--- src/rtl/enc_div_pkg.sv ---
// constants and types for error-counter clear and encoder pulse divider
// Contract
// - clear input high halts loop; error counter is cleared as the clear mode selects
// - clear-mode bit picks level clearing or one-shot rising-edge clearing
// - mode 0: counter held at zero while input high, nothing accumulates
// - mode 1: clear once on rising edge, then accumulate while high
// - divided phase a, b, c outputs as differential pairs
// - emit programmed pulses per revolution on phases a and b
// - incremental 2048 ppr: ratio limited to 16..2048
// - absolute 1024 ppr: ratio limited to 16..1024
// - encoder type 0 incremental, 1 absolute; sets assumed pulses/rev
// - encoder type change applies only after power cycle
// - divider independent of electronic gear settings
package enc_div_pkg;
	// ---------------------------------------------------------------
	// encoder and divider constants
	// ---------------------------------------------------------------
	localparam logic [11:0] INCR_PPR      = 12'h800;
	localparam logic [11:0] ABS_PPR       = 12'h400;
	localparam logic [11:0] RATIO_MIN     = 12'h010;
	localparam logic [11:0] RATIO_DEFAULT = 12'h800;
	localparam int          ERR_W         = 24;

	// quadrature state of one channel pair
	typedef struct packed {
		logic a;
		logic b;
	} quad_s;

	// differential output pair
	typedef struct packed {
		logic p;
		logic n;
	} diff_s;

	typedef enum logic [1:0] {
		ST_IDLE = 2'b00,
		ST_LIVE = 2'b01
	} boot_e;
endpackage

--- src/rtl/quad_step.sv ---
// quadrature decoder: one-cycle step and direction from a/b pair
`timescale 1ns/1ps
module quad_step (
	// clock and reset
	input  wire logic                clk,
	input  wire logic                arst_n,
	// encoder phases
	input  wire enc_div_pkg::quad_s  enc_in,
	// decoded step
	output logic                     step,
	output logic                     dir_up
);
	import enc_div_pkg::*;

	quad_s prev_q;
	quad_s prev_d;
	logic  step_d;
	logic  up_d;
	logic  step_q;
	logic  up_q;
	logic  primed_q;
	logic  primed_d;

	// gray transitions give one step; a leading b means counting up
	// no step on the first edge after reset: the encoder may rest anywhere
	always_comb begin
		prev_d   = enc_in;
		primed_d = 1'b1;
		step_d   = primed_q & ((enc_in.a ^ prev_q.a) ^ (enc_in.b ^ prev_q.b));
		up_d   = enc_in.a ^ prev_q.b;
	end

	always_ff @(posedge clk or negedge arst_n) begin
		if (!arst_n) begin
			prev_q   <= '0;
			step_q   <= 1'b0;
			up_q     <= 1'b0;
			primed_q <= 1'b0;
		end else begin
			primed_q <= primed_d;
			prev_q <= prev_d;
			step_q <= step_d;
			up_q   <= up_d;
		end
	end

	assign step   = step_q;
	assign dir_up = up_q;
endmodule

--- src/rtl/error_clear_encoder_divider.sv ---
// error counter clear logic and encoder pulse divider with a/b/c outputs
`timescale 1ns/1ps
module error_clear_encoder_divider (
	// clock and reset
	input  wire logic                clk,
	input  wire logic                arst_n,
	// host clear input and mode
	input  wire logic                error_count_clear_in,
	input  wire logic                clear_mode_switch,
	// reference and feedback pulses for the error counter
	input  wire logic                ref_pulse,
	input  wire logic                ref_dir_up,
	// motor encoder
	input  wire enc_div_pkg::quad_s  motor_encoder,
	input  wire logic                motor_index,
	// settings
	input  wire logic                encoder_type_switch,
	input  wire logic [11:0]         divider_ratio_param,
	input  wire logic                factory_reset,
	// error counter and loop status
	output logic [enc_div_pkg::ERR_W-1:0] error_count,
	output logic                     loop_enable,
	// divided outputs
	output enc_div_pkg::diff_s       div_phase_a_out,
	output enc_div_pkg::diff_s       div_phase_b_out,
	output enc_div_pkg::diff_s       div_index_out,
	// active settings
	output logic                     enc_type_active,
	output logic [11:0]              output_pulses_per_rev
);
	import enc_div_pkg::*;

	// ---------------------------------------------------------------
	// helpers
	// ---------------------------------------------------------------
	// clamp the ratio to the range allowed by the encoder type
	function automatic logic [11:0] clamp_ratio(input logic [11:0] r, input logic abs_t);
		logic [11:0] top;
		top = abs_t ? ABS_PPR : INCR_PPR;
		if (r < RATIO_MIN)
			return RATIO_MIN;
		else if (r > top)
			return top;
		return r;
	endfunction

	function automatic diff_s to_diff(input logic v);
		to_diff = '{p: v, n: ~v};
	endfunction

	// ---------------------------------------------------------------
	// encoder type latch and ratio parameter
	// ---------------------------------------------------------------
	boot_e       boot_q;
	boot_e       boot_d;
	logic        type_q;
	logic        type_d;
	logic [11:0] ratio_q;
	logic [11:0] ratio_d;

	// type is caught once after reset release, so later writes wait for power cycle
	always_comb begin
		boot_d  = boot_q;
		type_d  = type_q;
		ratio_d = clamp_ratio(divider_ratio_param, type_q);
		case (boot_q)
			ST_IDLE: begin
				type_d = encoder_type_switch;
				boot_d = ST_LIVE;
			end
			ST_LIVE: type_d = type_q;
			default: boot_d = ST_IDLE;
		endcase
		// default still obeys the ceiling of an absolute encoder
		if (factory_reset)
			ratio_d = clamp_ratio(RATIO_DEFAULT, type_q);
	end

	always_ff @(posedge clk or negedge arst_n) begin
		if (!arst_n) begin
			boot_q  <= ST_IDLE;
			type_q  <= 1'b0;
			ratio_q <= RATIO_DEFAULT;
		end else begin
			boot_q  <= boot_d;
			type_q  <= type_d;
			ratio_q <= ratio_d;
		end
	end

	// ---------------------------------------------------------------
	// motor encoder decode
	// ---------------------------------------------------------------
	logic enc_step;
	logic enc_up;

	quad_step u_quad (
		.clk    (clk),
		.arst_n (arst_n),
		.enc_in (motor_encoder),
		.step   (enc_step),
		.dir_up (enc_up)
	);

	// ---------------------------------------------------------------
	// error counter with clear modes
	// ---------------------------------------------------------------
	logic             clr_prev_q;
	logic             clr_prev_d;
	logic [ERR_W-1:0] err_q;
	logic [ERR_W-1:0] err_d;
	logic             loop_q;
	logic             loop_d;
	logic             clr_now;

	// the clear path ignores the gear settings entirely; feedback is raw
	always_comb begin
		clr_prev_d = error_count_clear_in;
		err_d      = err_q;
		if (ref_pulse)
			err_d = ref_dir_up ? err_d + 1'b1 : err_d - 1'b1;
		if (enc_step)
			err_d = enc_up ? err_d - 1'b1 : err_d + 1'b1;
		clr_now = clear_mode_switch
			? (error_count_clear_in & ~clr_prev_q)
			: error_count_clear_in;
		if (clr_now)
			err_d = '0;
		loop_d = ~error_count_clear_in;
	end

	always_ff @(posedge clk or negedge arst_n) begin
		if (!arst_n) begin
			clr_prev_q <= 1'b0;
			err_q      <= '0;
			loop_q     <= 1'b0;
		end else begin
			clr_prev_q <= clr_prev_d;
			err_q      <= err_d;
			loop_q     <= loop_d;
		end
	end

	// ---------------------------------------------------------------
	// pulse divider: rate accumulator, independent of electronic gear
	// ---------------------------------------------------------------
	logic [12:0] acc_q;
	logic [12:0] acc_d;
	logic [1:0]  phase_q;
	logic [1:0]  phase_d;
	logic [12:0] rev_q;
	logic [12:0] rev_d;
	logic [12:0] rev_last;
	logic        idx_q;
	logic        idx_d;
	logic [12:0] ppr_w;

	// each up step adds ratio, each down step subtracts it; leaving 0..ppr-1 makes one output step
	always_comb begin
		ppr_w   = {1'b0, (type_q ? ABS_PPR : INCR_PPR)};
		// four quadrature steps per encoder pulse make one revolution
		rev_last = {ppr_w[10:0] - 11'h001, 2'b11};
		acc_d   = acc_q;
		phase_d = phase_q;
		rev_d   = rev_q;
		idx_d   = idx_q;
		if (enc_step) begin
			if (enc_up) begin
				acc_d = acc_q + {1'b0, ratio_q};
				rev_d = (rev_q == rev_last) ? 13'h0 : rev_q + 13'h1;
			end else begin
				acc_d = acc_q - {1'b0, ratio_q};
				rev_d = (rev_q == 13'h0) ? rev_last : rev_q - 13'h1;
			end
			if (enc_up && acc_d >= ppr_w) begin
				acc_d   = acc_d - ppr_w;
				phase_d = phase_q + 2'h1;
			end else if (!enc_up && acc_d[12]) begin
				acc_d   = acc_d + ppr_w;
				phase_d = phase_q - 2'h1;
			end
		end
		if (motor_index)
			rev_d = 13'h0;
		idx_d = (rev_d == 13'h0);
	end

	always_ff @(posedge clk or negedge arst_n) begin
		if (!arst_n) begin
			acc_q   <= '0;
			phase_q <= 2'h0;
			rev_q   <= 13'h0;
			idx_q   <= 1'b0;
		end else begin
			acc_q   <= acc_d;
			phase_q <= phase_d;
			rev_q   <= rev_d;
			idx_q   <= idx_d;
		end
	end

	// ---------------------------------------------------------------
	// registered outputs
	// ---------------------------------------------------------------
	diff_s a_q;
	diff_s b_q;
	diff_s c_q;
	diff_s a_d;
	diff_s b_d;
	diff_s c_d;

	// gray sequence of phase counter: 00,01,11,10 gives a leading b
	always_comb begin
		a_d = to_diff(phase_d[1] ^ phase_d[0]);
		b_d = to_diff(phase_d[1]);
		c_d = to_diff(idx_d);
	end

	always_ff @(posedge clk or negedge arst_n) begin
		if (!arst_n) begin
			a_q <= '{p: 1'b0, n: 1'b1};
			b_q <= '{p: 1'b0, n: 1'b1};
			c_q <= '{p: 1'b0, n: 1'b1};
		end else begin
			a_q <= a_d;
			b_q <= b_d;
			c_q <= c_d;
		end
	end

	assign div_phase_a_out       = a_q;
	assign div_phase_b_out       = b_q;
	assign div_index_out         = c_q;
	assign error_count           = err_q;
	assign loop_enable           = loop_q;
	assign enc_type_active       = type_q;
	assign output_pulses_per_rev = ratio_q;
endmodule

--- config.mk ---
export PLATFORM = sky130hd
export DESIGN_NAME = error_clear_encoder_divider
export DESIGN_NICKNAME = d
export VERILOG_FILES = /design/src/rtl/enc_div_pkg.sv /design/src/rtl/quad_step.sv /design/src/rtl/error_clear_encoder_divider.sv
export SDC_FILE = /design/constraint.sdc
export NUM_CORES = 1
export LEC_CHECK = 0
export ABC_CLOCK_PERIOD_IN_PS = 6240
export BUFFER_PORTS_ARGS = -buffer_cell sky130_fd_sc_hd__buf_2
export CAP_MARGIN = 20
export CELL_PAD_IN_SITES_DETAIL_PLACEMENT = 1
export CELL_PAD_IN_SITES_GLOBAL_PLACEMENT = 2
export CORE_MARGIN = 10
export CORE_UTILIZATION = 37
export CTS_CLUSTER_DIAMETER = 60
export DETAILED_ROUTE_END_ITERATION = 10
export HOLD_SLACK_MARGIN = 0.06
export PLACE_DENSITY_LB_ADDON = 0.1
export SLEW_MARGIN = 20
export SYNTH_ARGS = -nofsm -noshare
export SYNTH_HDL_FRONTEND = slang
export SYNTH_SLANG_ARGS = --single-unit
--- constraint.sdc ---
create_clock -name clk -period 6.24 [get_ports clk]
set_input_delay 0.312 -clock clk [delete_from_list [all_inputs] [get_ports clk]]
set_output_delay 0.312 -clock clk [all_outputs]
set_load 0.01 [all_outputs]
==> results of run 1 <==
## power breakdown
group | switching (uW) | total, uW | internal (uW)
clock network | 225 | 537 | 311
registers | 150 | 813 | 663
logic | 1500 | 2640 | 1140
total | 1880 | 3990 | 2120
## layout make-up
type | count | area (sq um) | area share, %
clock buffers | 11 | 233 | 3.04
clock inverters | 5 | 60.1 | 0.783
inverters | 30 | 114 | 1.49
multi-input cells | 652 | 4620 | 60.3
flip-flops and latches | 78 | 1960 | 25.6
well taps | 229 | 287 | 3.74
repair buffers | 73 | 392 | 5.11
## routing by layer
metal	part of all wire (%)	wire, um
met3	3.4	660
met5	0	0
met2	49	9430
met4	1.7	334
met1	46	8770
## cells by family (layout without fill, tap and decap cells)
family	after synthesis	count (layout)	synth area share, %
AOI/OAI and AO/OA	227	227	21.7
xor gates and xnor gates	75	75	9.67
adders and majority gates	73	73	14.0
buffers and inverters	56	119	3.22
DFF	78	78	28.8
muxes	31	31	4.99
other	1	2	0.0552
and+or+nand+nor	244	244	17.6
## sequential cells by signal, indices dropped and copies added, names as in the netlist, named ones only
register and count:
div_index_out 2, u_quad.step 1, enc_type_active 1, div_phase_a_out 2, u_quad.dir_up 1, error_count 24
u_quad.prev_q 2, loop_enable 1, output_pulses_per_rev 12, div_phase_b_out 1, acc_q 13, u_quad.primed_q 1
clr_prev_q 1, rev_q 13, phase_q 1, boot_q 1
## stage by stage
step | hold WS, ns | cell area (sq um) | instances | util, %
2_1_floorplan | 0.0164 | 6800 | 786 | -
3_3_place_gp | 0.0987 | 7360 | 1061 | 40.8
3_5_place_dp | 0.104 | 7360 | 1061 | 40.8
4_1_cts | 0.0955 | 7660 | 1078 | 42.5
5_1_grt | 0.0980 | 7670 | 1078 | 42.5
6_report | 0.104 | 7670 | 1078 | 42.5
## cell usage after synthesis, types with 3 or more instances
cell type  count  area [sq um]
o2bb2ai_1      4          35.0
and3_1        15          93.8
nand4_1        3          18.8
buf_1          8          30.0
a21o_1        20           150
a211o_1        3          26.3
a31oi_1        7          43.8
nor2_1        71           267
mux2_2        22           248
o21bai_1       6          45.0
xnor2_1       40           350
xor2_1        35           307
o21ai_0       27           135
nand3_1       19          95.1
nor3b_1        3          22.5
o21a_1         5          37.5
and2_1         7          43.8
dfstp_2        4           105
o22ai_1        5          31.3
mux2i_1        8          80.1
nor4_1         9          56.3
or3_1          8          50.1
o2111ai_1      3          26.3
a21oi_1       76           380
nand2_1       58           218
o31ai_1        3          22.5
nand2b_1       9          56.3
nor2b_1        7          43.8
nor3_1        21           105
dfrtp_1       74          1850
a211oi_1      22           165
o21ai_1       11          55.1
and4_1         3          26.3
fa_1           5           100
inv_1         29           109
o211ai_1       3          22.5
buf_2          3          15.0
ha_1          68           851
clkbuf_1      14          52.6
## worst register-to-register path: stages (launching register included)
cell and delay [ns]:
dfrtp_1 0.43, nor3_1 0.20, nand3_1 0.14, nor4_1 0.42
a21oi_1 0.17, xor2_1 0.17, ha_1 0.35, or3_1 0.37
o21ai_0 0.09, a21oi_1 0.08, xnor2_1 0.51, inv_1 0.15
ha_1 0.34, or4_1 0.41, nor2_1 0.10, o2111ai_1 0.12
nor4_1 0.23, a211o_1 0.29, o21ai_1 0.11, mux2i_1 0.23
and3_1 0.18
## worst min-delay path by stage
stage,slack [ns],depth (start not counted),startpoint,end
4_1_cts,0.1,1,motor_encoder[1],u_quad.prev_q[1]
2_1_floorplan,0.02,0,arst_n,async pin
3_5_place_dp,0.10,1,arst_n,output_pulses_per_rev[1]
6_report,0.10,1,motor_encoder[1],u_quad.prev_q[1]
5_1_grt,0.1,1,motor_encoder[1],u_quad.prev_q[1]
3_3_place_gp,0.1,1,arst_n,output_pulses_per_rev[1]
==> reports/summary.txt, run 1 <==
status: complete, no violations
# clock sinks: 78
synthesized area: 6790 sq um
ys async rst share: 100%
Distinct cells, synth: 77
crit-path cells: nor3_1 > nand3_1 > nor4_1 > a21oi_1 > xor2_1 > ha_1 > or3_1 > o21ai_0 > a21oi_1 > xnor2_1 > inv_1 > ha_1 > or4_1 > nor2_1 > o2111ai_1 > nor4_1 > a211o_1 > o21ai_1 > mux2i_1 > and3_1
met1 usage: 19.4%
Routed Antenna Nets: 0
Final Hold Viols: 0
postcts setup bufs: 0
fin nets: 940
Max Clk Rate: 195 MHz
Post-Syn Instances: 785
Root Driver: clkbuf_16
most frequent cells in the layout: 76 x a21oi_1, 72 x dfrtp_1, 71 x nor2_1, 68 x ha_1, 65 x buf_2
chip width: 156 um
Initial Utilization: 37.7%
CP Capture Point: div_phase_b_out[0]
Worst Path Max Fanout: 5
Mapped Avg Cell Area: 8.65 sq um
met2 Use GR: 28.2%
H-tree depth: 3
Pre-Repair DR Iteration Count: 4
core area: 18000 sq um
GPL Wtd Cong: 0.805
worst r2r dst: div_phase_b_out[0]
Layout fillers: 2172
fin crit share: 82.3%
Ys Warns: 0
drt drc: 0
largest net degree at the start of global routing: 77
worst r2r src: output_pulses_per_rev[4]
Worst EP required: 6.53 ns
Max clock buf depth: 2
detailed-route wire length: 19200 um
Bufs and invs on worst path: 1
post_cts resized: 0
Rel. slew slack: 53.1%
HPWL reported at the end of detailed placement: 14700 um
final worst setup slack: 1.11 ns
RSZ-0062 raised after global routing: false
Peak VDD IR: 0.000168 V
Final min period: 5.13 ns
Top Usage Layer GRT: met2
P&R area growth vs syn: 12.8%
Primary FF master, synth: dfrtp_1
Via-to-Cell Ratio: 5.56
R2R Setup Slk: 1.11 ns
Leak: 0.00359 uW
WP depth: 20
critical path class: register to register
DIE HEIGHT: 156 um
DR WL/cell: 17.8 um
drt initial violations: 222
clock buffer count from CTS: 9
TritonCTS clock tree: yes
sequential share of the synthesized area: 28.8%
first-pass GRT wire length: 32900 um
vias in the first global route: 6704
setup_tns: 0 ns
CP arrival: 5.43 ns
# diodes: 0
critical path's top delay family: simple AND/OR/NAND/NOR gates
Pwr Total: 3990 uW
GRT Util Overall: 16.1%
CP max stage cell: xnor2_1
fraction of layout cells with a size suffix above 1: 14.1%
CP Launch Type: register
CTS Hold Bufs: 1
via count: 5993
number of enable flip-flop cells after synthesis: 0
worst hold path class: input port to register
Final Skew: 0.00927 ns
initial antenna violation count: 0
R2R depth: 20
I/O Buffers: 66
worst-margin pin slew: 0.686 ns
Critical Path Max Stage Delay: 0.51 ns
commonest non-fill, non-tap cell in the layout: a21oi_1
Congestion Overflow GR: 0
Critical Path Start: output_pulses_per_rev[4]
IO Pins: 67
Setup violations, final: 0
FF+latch count, synth: 78
row count: 49
post-place setup slack: 1.06 ns
Clock transition at path regs: 0.07 ns
die area: 24200 sq um
met3 Use GR: 2.84%
number of max-cap violations: 0
Worst-Skew Late Latency: 0.35 ns
Final Max Tran Viols: 0
PD cells: 521 nW/um^2
critical path endpoint category: register
(Power assumes the default switching activity.)
==> run 2, diff against run 1 <==
--- a/config.mk
+++ b/config.mk
@@ -5,13 +5,13 @@
 export SDC_FILE = /design/constraint.sdc
 export NUM_CORES = 1
 export LEC_CHECK = 0
-export ABC_CLOCK_PERIOD_IN_PS = 6240
+export ABC_CLOCK_PERIOD_IN_PS = 4330
 export BUFFER_PORTS_ARGS = -buffer_cell sky130_fd_sc_hd__buf_2
 export CAP_MARGIN = 20
 export CELL_PAD_IN_SITES_DETAIL_PLACEMENT = 1
 export CELL_PAD_IN_SITES_GLOBAL_PLACEMENT = 2
 export CORE_MARGIN = 10
-export CORE_UTILIZATION = 37
+export CORE_UTILIZATION = 34
 export CTS_CLUSTER_DIAMETER = 60
 export DETAILED_ROUTE_END_ITERATION = 10
 export HOLD_SLACK_MARGIN = 0.06
==> constraint.sdc (replaced) <==
create_clock -name clk -period 4.33 [get_ports clk]
set_input_delay 0.2165 -clock clk [delete_from_list [all_inputs] [get_ports clk]]
set_output_delay 0.2165 -clock clk [all_outputs]
set_load 0.01 [all_outputs]
==> run 2 against run 1 <==
Compared with the run above: the run now ends with negative setup slack left; register-to-register slack lost 1.1 ns; sequential power grew 44%; clock-buffer cell count shrank 2; combinational power grew 84%; via count grew 7.9%; sequential share of layout area shrank 3.4 points; first-iteration DRC count grew 12%; non-clock buffer count grew 116; critical path type unchanged; largest power group unchanged.
==> reports/summary.txt, run 2 (synthesized netlist as in run 1, its figures left out) <==
dpl cell area: 8190 sq um
Psw: 3050 uW
# diodes: 0
IO Pins: 67
Worst Path Max Fanout: 4
HPWL reported at the end of detailed placement: 16200 um
commonest non-fill, non-tap cell in the layout: buf_4
first-pass GRT wire length: 35000 um
Switching Fraction: 44.8%
clock share of power: 11.7%
sequential power share: 17.2%
most frequent cells in the layout: 117 x buf_4, 72 x dfrtp_1, 69 x a21oi_1, 67 x nor2_1, 66 x ha_1
via count: 6464
Final min period: 4.34 ns
DR WL/cell: 17.0 um
H-tree depth: 3
Peak VDD IR: 0.000302 V
Comb power frac: 71.1%
status: finished with violations
drt initial violations: 248
GPL Wtd Cong: 0.847
Initial Utilization: 34.7%
chip width: 161 um
final hold slack: 0.0923 ns
Worst EP required: 4.60 ns
register area: 1960 sq um
Max clock buf depth: 2
Via-to-Cell Ratio: 5.26
die area: 26000 sq um
critical path endpoint category: register
fin nets: 1056
GRT Util Overall: 16.0%
drt drc: 0
Rel. slew slack: 55.8%
worst-margin pin slew: 0.661 ns
fin crit share: 100%
failing checks: negative setup slack
vias in the first global route: 7083
fraction of layout cells with a size suffix above 1: 28.5%
max FFs per register: 24
row count: 51
critical path class: register to register
initial antenna violation count: 0
Layout fillers: 2354
Setup violations, final: 1
post-route cell area: 8850 sq um
P&R area growth vs syn: 30.2%
Final Max Tran Viols: 0
worst hold path class: input port to register
final worst setup slack: -0.00802 ns
Final Skew: 0.0110 ns
RSZ-0062 raised after global routing: true
clock buffer count from CTS: 9
Congestion Overflow GR: 0
Max Clk Rate: 231 MHz
I/O Buffers: 66
final core utilization: 45.2%
Routed Antenna Nets: 0
TritonCTS clock tree: yes
PD cells: 771 nW/um^2
DIE HEIGHT: 161 um
core area: 19600 sq um
Final Hold Viols: 0
detailed-route wire length: 20900 um
area of the multi-input gates: 4860 sq um
Pre-Repair DR Iteration Count: 4
largest net degree at the start of global routing: 49
CP Launch Type: register
number of max-cap violations: 0
Root Driver: clkbuf_16
Clock transition at path regs: 0.07 ns
Pint: 3770 uW
Worst-Skew Late Latency: 0.36 ns
Leak: 0.00419 uW
Pwr Total: 6820 uW
CP arrival: 4.61 ns
# clock sinks: 78
-- run 2: final timing paths --
path,cells past startpoint,startpoint,to,slack (ns)
worst max-delay path,21,output_pulses_per_rev[0],div_phase_a_out[1],-0.008
worst max register to register,21,output_pulses_per_rev[0],div_phase_a_out[1],-0.008
max in group asynchronous,3,arst_n,error_count[17],3.04
min in group asynchronous,2,arst_n,output_pulses_per_rev[2],0.43
worst min register to register,1,u_quad.prev_q[0],u_quad.dir_up,0.48
worst min-delay path,2,divider_ratio_param[8],output_pulses_per_rev[8],0.09
-- run 2: layout make-up --
class,instances,share of cell area [%]
clock buffer,9,2.55
inverter,30,1.33
multi-input combinational,652,54.9
tap,265,3.75
sequential,78,22.2
timing repair buffer,189,14.4
clock inverter,7,0.905
-- run 2: critical path, cell delays in order (launching register included) --
cell and delay, ns:
dfrtp_1 0.38, buf_4 0.15, nor3_1 0.20, buf_4 0.15, nor2_4 0.03, xor2_1 0.14, ha_1 0.35, o21ai_0 0.23
o21bai_2 0.12, o2bb2ai_2 0.19, o21bai_1 0.11, a21oi_2 0.15, xnor2_1 0.16, ha_1 0.28, or4_1 0.47, nor2_1 0.10
o2111ai_1 0.11, nor4_1 0.19, a211o_1 0.27, o21a_1 0.14, o22a_1 0.17, xor2_1 0.18
-- run 2: power groups by stage --
stage	Sequential (uW)	Combinational, uW	Clock [uW]
floorplan	1170	2910	0
global placement	1170	4340	0
detailed placement	1190	4530	0
CTS	1170	4720	831
global route	1210	5390	859
finish	1170	4850	801
-- run 2: what timing repair did --
item / 4_1_cts / 5_1_grt
hold buffers: 5 / 0
hold endpoints to repair: 48 / 0
setup buffers: 8 / 6
gates resized for setup: 20 / 21
pin swaps: 19 / 7
endpoints found under the setup margin: 10 / 15
-- run 2: layer usage --
| layer | part of all wire (%) | up-vias | track usage, % |
|---|---|---|---|
| li1 | - | 3214 | - |
| met1 | 45 | 3142 | 18.9 |
| met2 | 50 | 82 | 28.8 |
| met3 | 3.1 | 26 | 3.02 |
| met4 | 1.8 | 0 | 4.38 |
| met5 | 0 | - | 0 |
-- run 2: through the flow --
stage	instances	setup TNS [ns]	setup WS (ns)
after floorplan	786	-1.74	-0.254
after global routing	1230	-1.81	-0.241
after detailed placement	1195	-2.93	-0.447
final	1230	-0.00802	-0.00802
after CTS	1224	0	0.00890
after global placement	1195	-1.46	-0.329
==> run 3, diff against run 2 <==
--- a/config.mk
+++ b/config.mk
@@ -16,6 +16,7 @@
 export DETAILED_ROUTE_END_ITERATION = 10
 export HOLD_SLACK_MARGIN = 0.06
 export PLACE_DENSITY_LB_ADDON = 0.1
+export SKIP_CTS_REPAIR_TIMING = 1
 export SLEW_MARGIN = 20
 export SYNTH_ARGS = -nofsm -noshare
 export SYNTH_HDL_FRONTEND = slang
==> run 3 against run 2 <==
Compared with the run above: the flow now finishes without violations; final area is 1.0% higher; cell count unchanged; routed wire length increased by 0.94%; die area unchanged; register-to-register slack improved by 0.06 ns; first-iteration DRC count shrank 15%; sequential cell count stayed put; highest routed layer unchanged.
==> reports/summary.txt, run 3 (synthesized netlist as in run 1, its figures left out) <==
Leak: 0.00421 uW
DP Cell Count: 1195
die area: 26000 sq um
Peak VDD IR: 0.000305 V
crit-path cells: nor3_2 > nand3_2 > buf_4 > nand2b_4 > xnor2_2 > ha_2 > o21a_4 > o21ai_4 > o2bb2ai_2 > o21bai_1 > a21oi_2 > xnor2_1 > ha_1 > or4_1 > nor2_1 > o2111ai_1 > nor4_1 > a211o_1 > o21a_1 > o22a_1 > xor2_1
clock buffer count from CTS: 9
Clock transition at path regs: 0.07 ns
Bufs and invs on worst path: 1
status: complete, no violations
Root Driver: clkbuf_16
worst-margin pin slew: 0.640 ns
number of max-cap violations: 0
Final Hold Viols: 0
Routed Antenna Nets: 0
H-tree depth: 3
first-pass GRT wire length: 34500 um
GRT Util Overall: 15.8%
CP arrival: 4.56 ns
Top Layer Used: met4
chip width: 161 um
CP max stage cell: or4_1
PD cells: 766 nW/um^2
critical path's top delay family: compound AO/OA/AOI/OAI gates
core area: 19600 sq um
Max clock buf depth: 2
setup_tns: 0 ns
DR WL/cell: 17.1 um
fraction of layout cells with a size suffix above 1: 29.7%
WL met3: 650 um
drt initial violations: 211
Final Skew: 0.0103 ns
Initial Utilization: 34.7%
max FFs per register: 24
Worst Path Max Fanout: 4
CP Launch Type: register
RSZ-0062 raised after global routing: true
Critical Path Max Stage Delay: 0.46 ns
Final Max Tran Viols: 0
final worst setup slack: 0.0481 ns
Pre-Repair DR Iteration Count: 4
# diodes: 0
Congestion Overflow GR: 0
# clock sinks: 78
commonest non-fill, non-tap cell in the layout: buf_4
Final min period: 4.28 ns
worst hold path class: input port to register
vias in the first global route: 6993
initial antenna violation count: 0
P&R area growth vs syn: 31.6%
Setup violations, final: 0
IO Pins: 67
WL met2: 10800 um
Max Clk Rate: 234 MHz
most frequent cells in the layout: 118 x buf_4, 72 x dfrtp_1, 68 x nor2_1, 68 x a21oi_1, 65 x buf_2
largest net degree at the start of global routing: 49
drt drc: 0
Worst EP required: 4.61 ns
via count: 6501
GPL Wtd Cong: 0.847
row count: 51
DIE HEIGHT: 161 um
Via-to-Cell Ratio: 5.29
Met1 Routed Length: 9380 um
Final Non-Filler Cells: 1230
I/O Buffers: 66
fin crit share: 98.9%
critical path endpoint category: register
TritonCTS clock tree: yes
fin nets: 1056
final core utilization: 45.6%
Worst-Skew Late Latency: 0.36 ns
detailed-route wire length: 21100 um
HPWL reported at the end of detailed placement: 16200 um
post-place setup slack: -0.447 ns
Rel. slew slack: 57.4%
critical path class: register to register
-- run 3: changes by cell type in the layout (fill, tap and decap cells not counted), moves of 2 or more --
cell,change
inv_2,+2
o21ai_4,+2
nor3_2,+2
ha_1,-3
ha_4,+2
inv_1,-2
nor3_1,-2
-- run 3: final timing paths --
check                                         startpoint                  endpoint  slack (ns)  depth (start not counted)
min in group asynchronous                         arst_n  output_pulses_per_rev[2]        0.43                          2
worst min register to register          u_quad.prev_q[0]             u_quad.dir_up        0.48                          1
worst min-delay path              divider_ratio_param[8]  output_pulses_per_rev[8]        0.09                          2
worst max-delay path            output_pulses_per_rev[2]        div_phase_a_out[1]        0.05                         21
worst max register to register  output_pulses_per_rev[2]        div_phase_a_out[1]        0.05                         21
max in group asynchronous                         arst_n           error_count[12]        3.04                          3
-- run 3: where the power goes --
part           switching (uW)  internal [uW]  total, uW
Combinational            2510           2360       4870
Sequential                217            956       1170
Clock                     348            453        801
-- run 3: cell type report --
type                    instances  area (sq um)
clock buffers                   9           225
clock inverters                 7          80.1
fillers                      2350         10600
inverters                      30           118
multi-input cells             652          4950
flip-flops and latches         78          1960
well taps                     265           332
repair buffers                189          1270
-- run 3: routing by layer --
layer  vias up  global-route usage, %
li1       3212                      -
met1      3190                   18.8
met2        82                   28.2
met3        17                   3.05
met4         0                   4.43
met5         -                      0
-- run 3: stage by stage --
stage | hold WS [ns] | power, uW | cell area [sq um]
2_1_floorplan | -0.0791 | 4090 | 6880
3_3_place_gp | 0.273 | 5520 | 8190
3_5_place_dp | 0.283 | 5710 | 8190
4_1_cts | -0.0996 | 6570 | 8490
5_1_grt | 0.0888 | 7480 | 8940
6_report | 0.0912 | 6850 | 8940
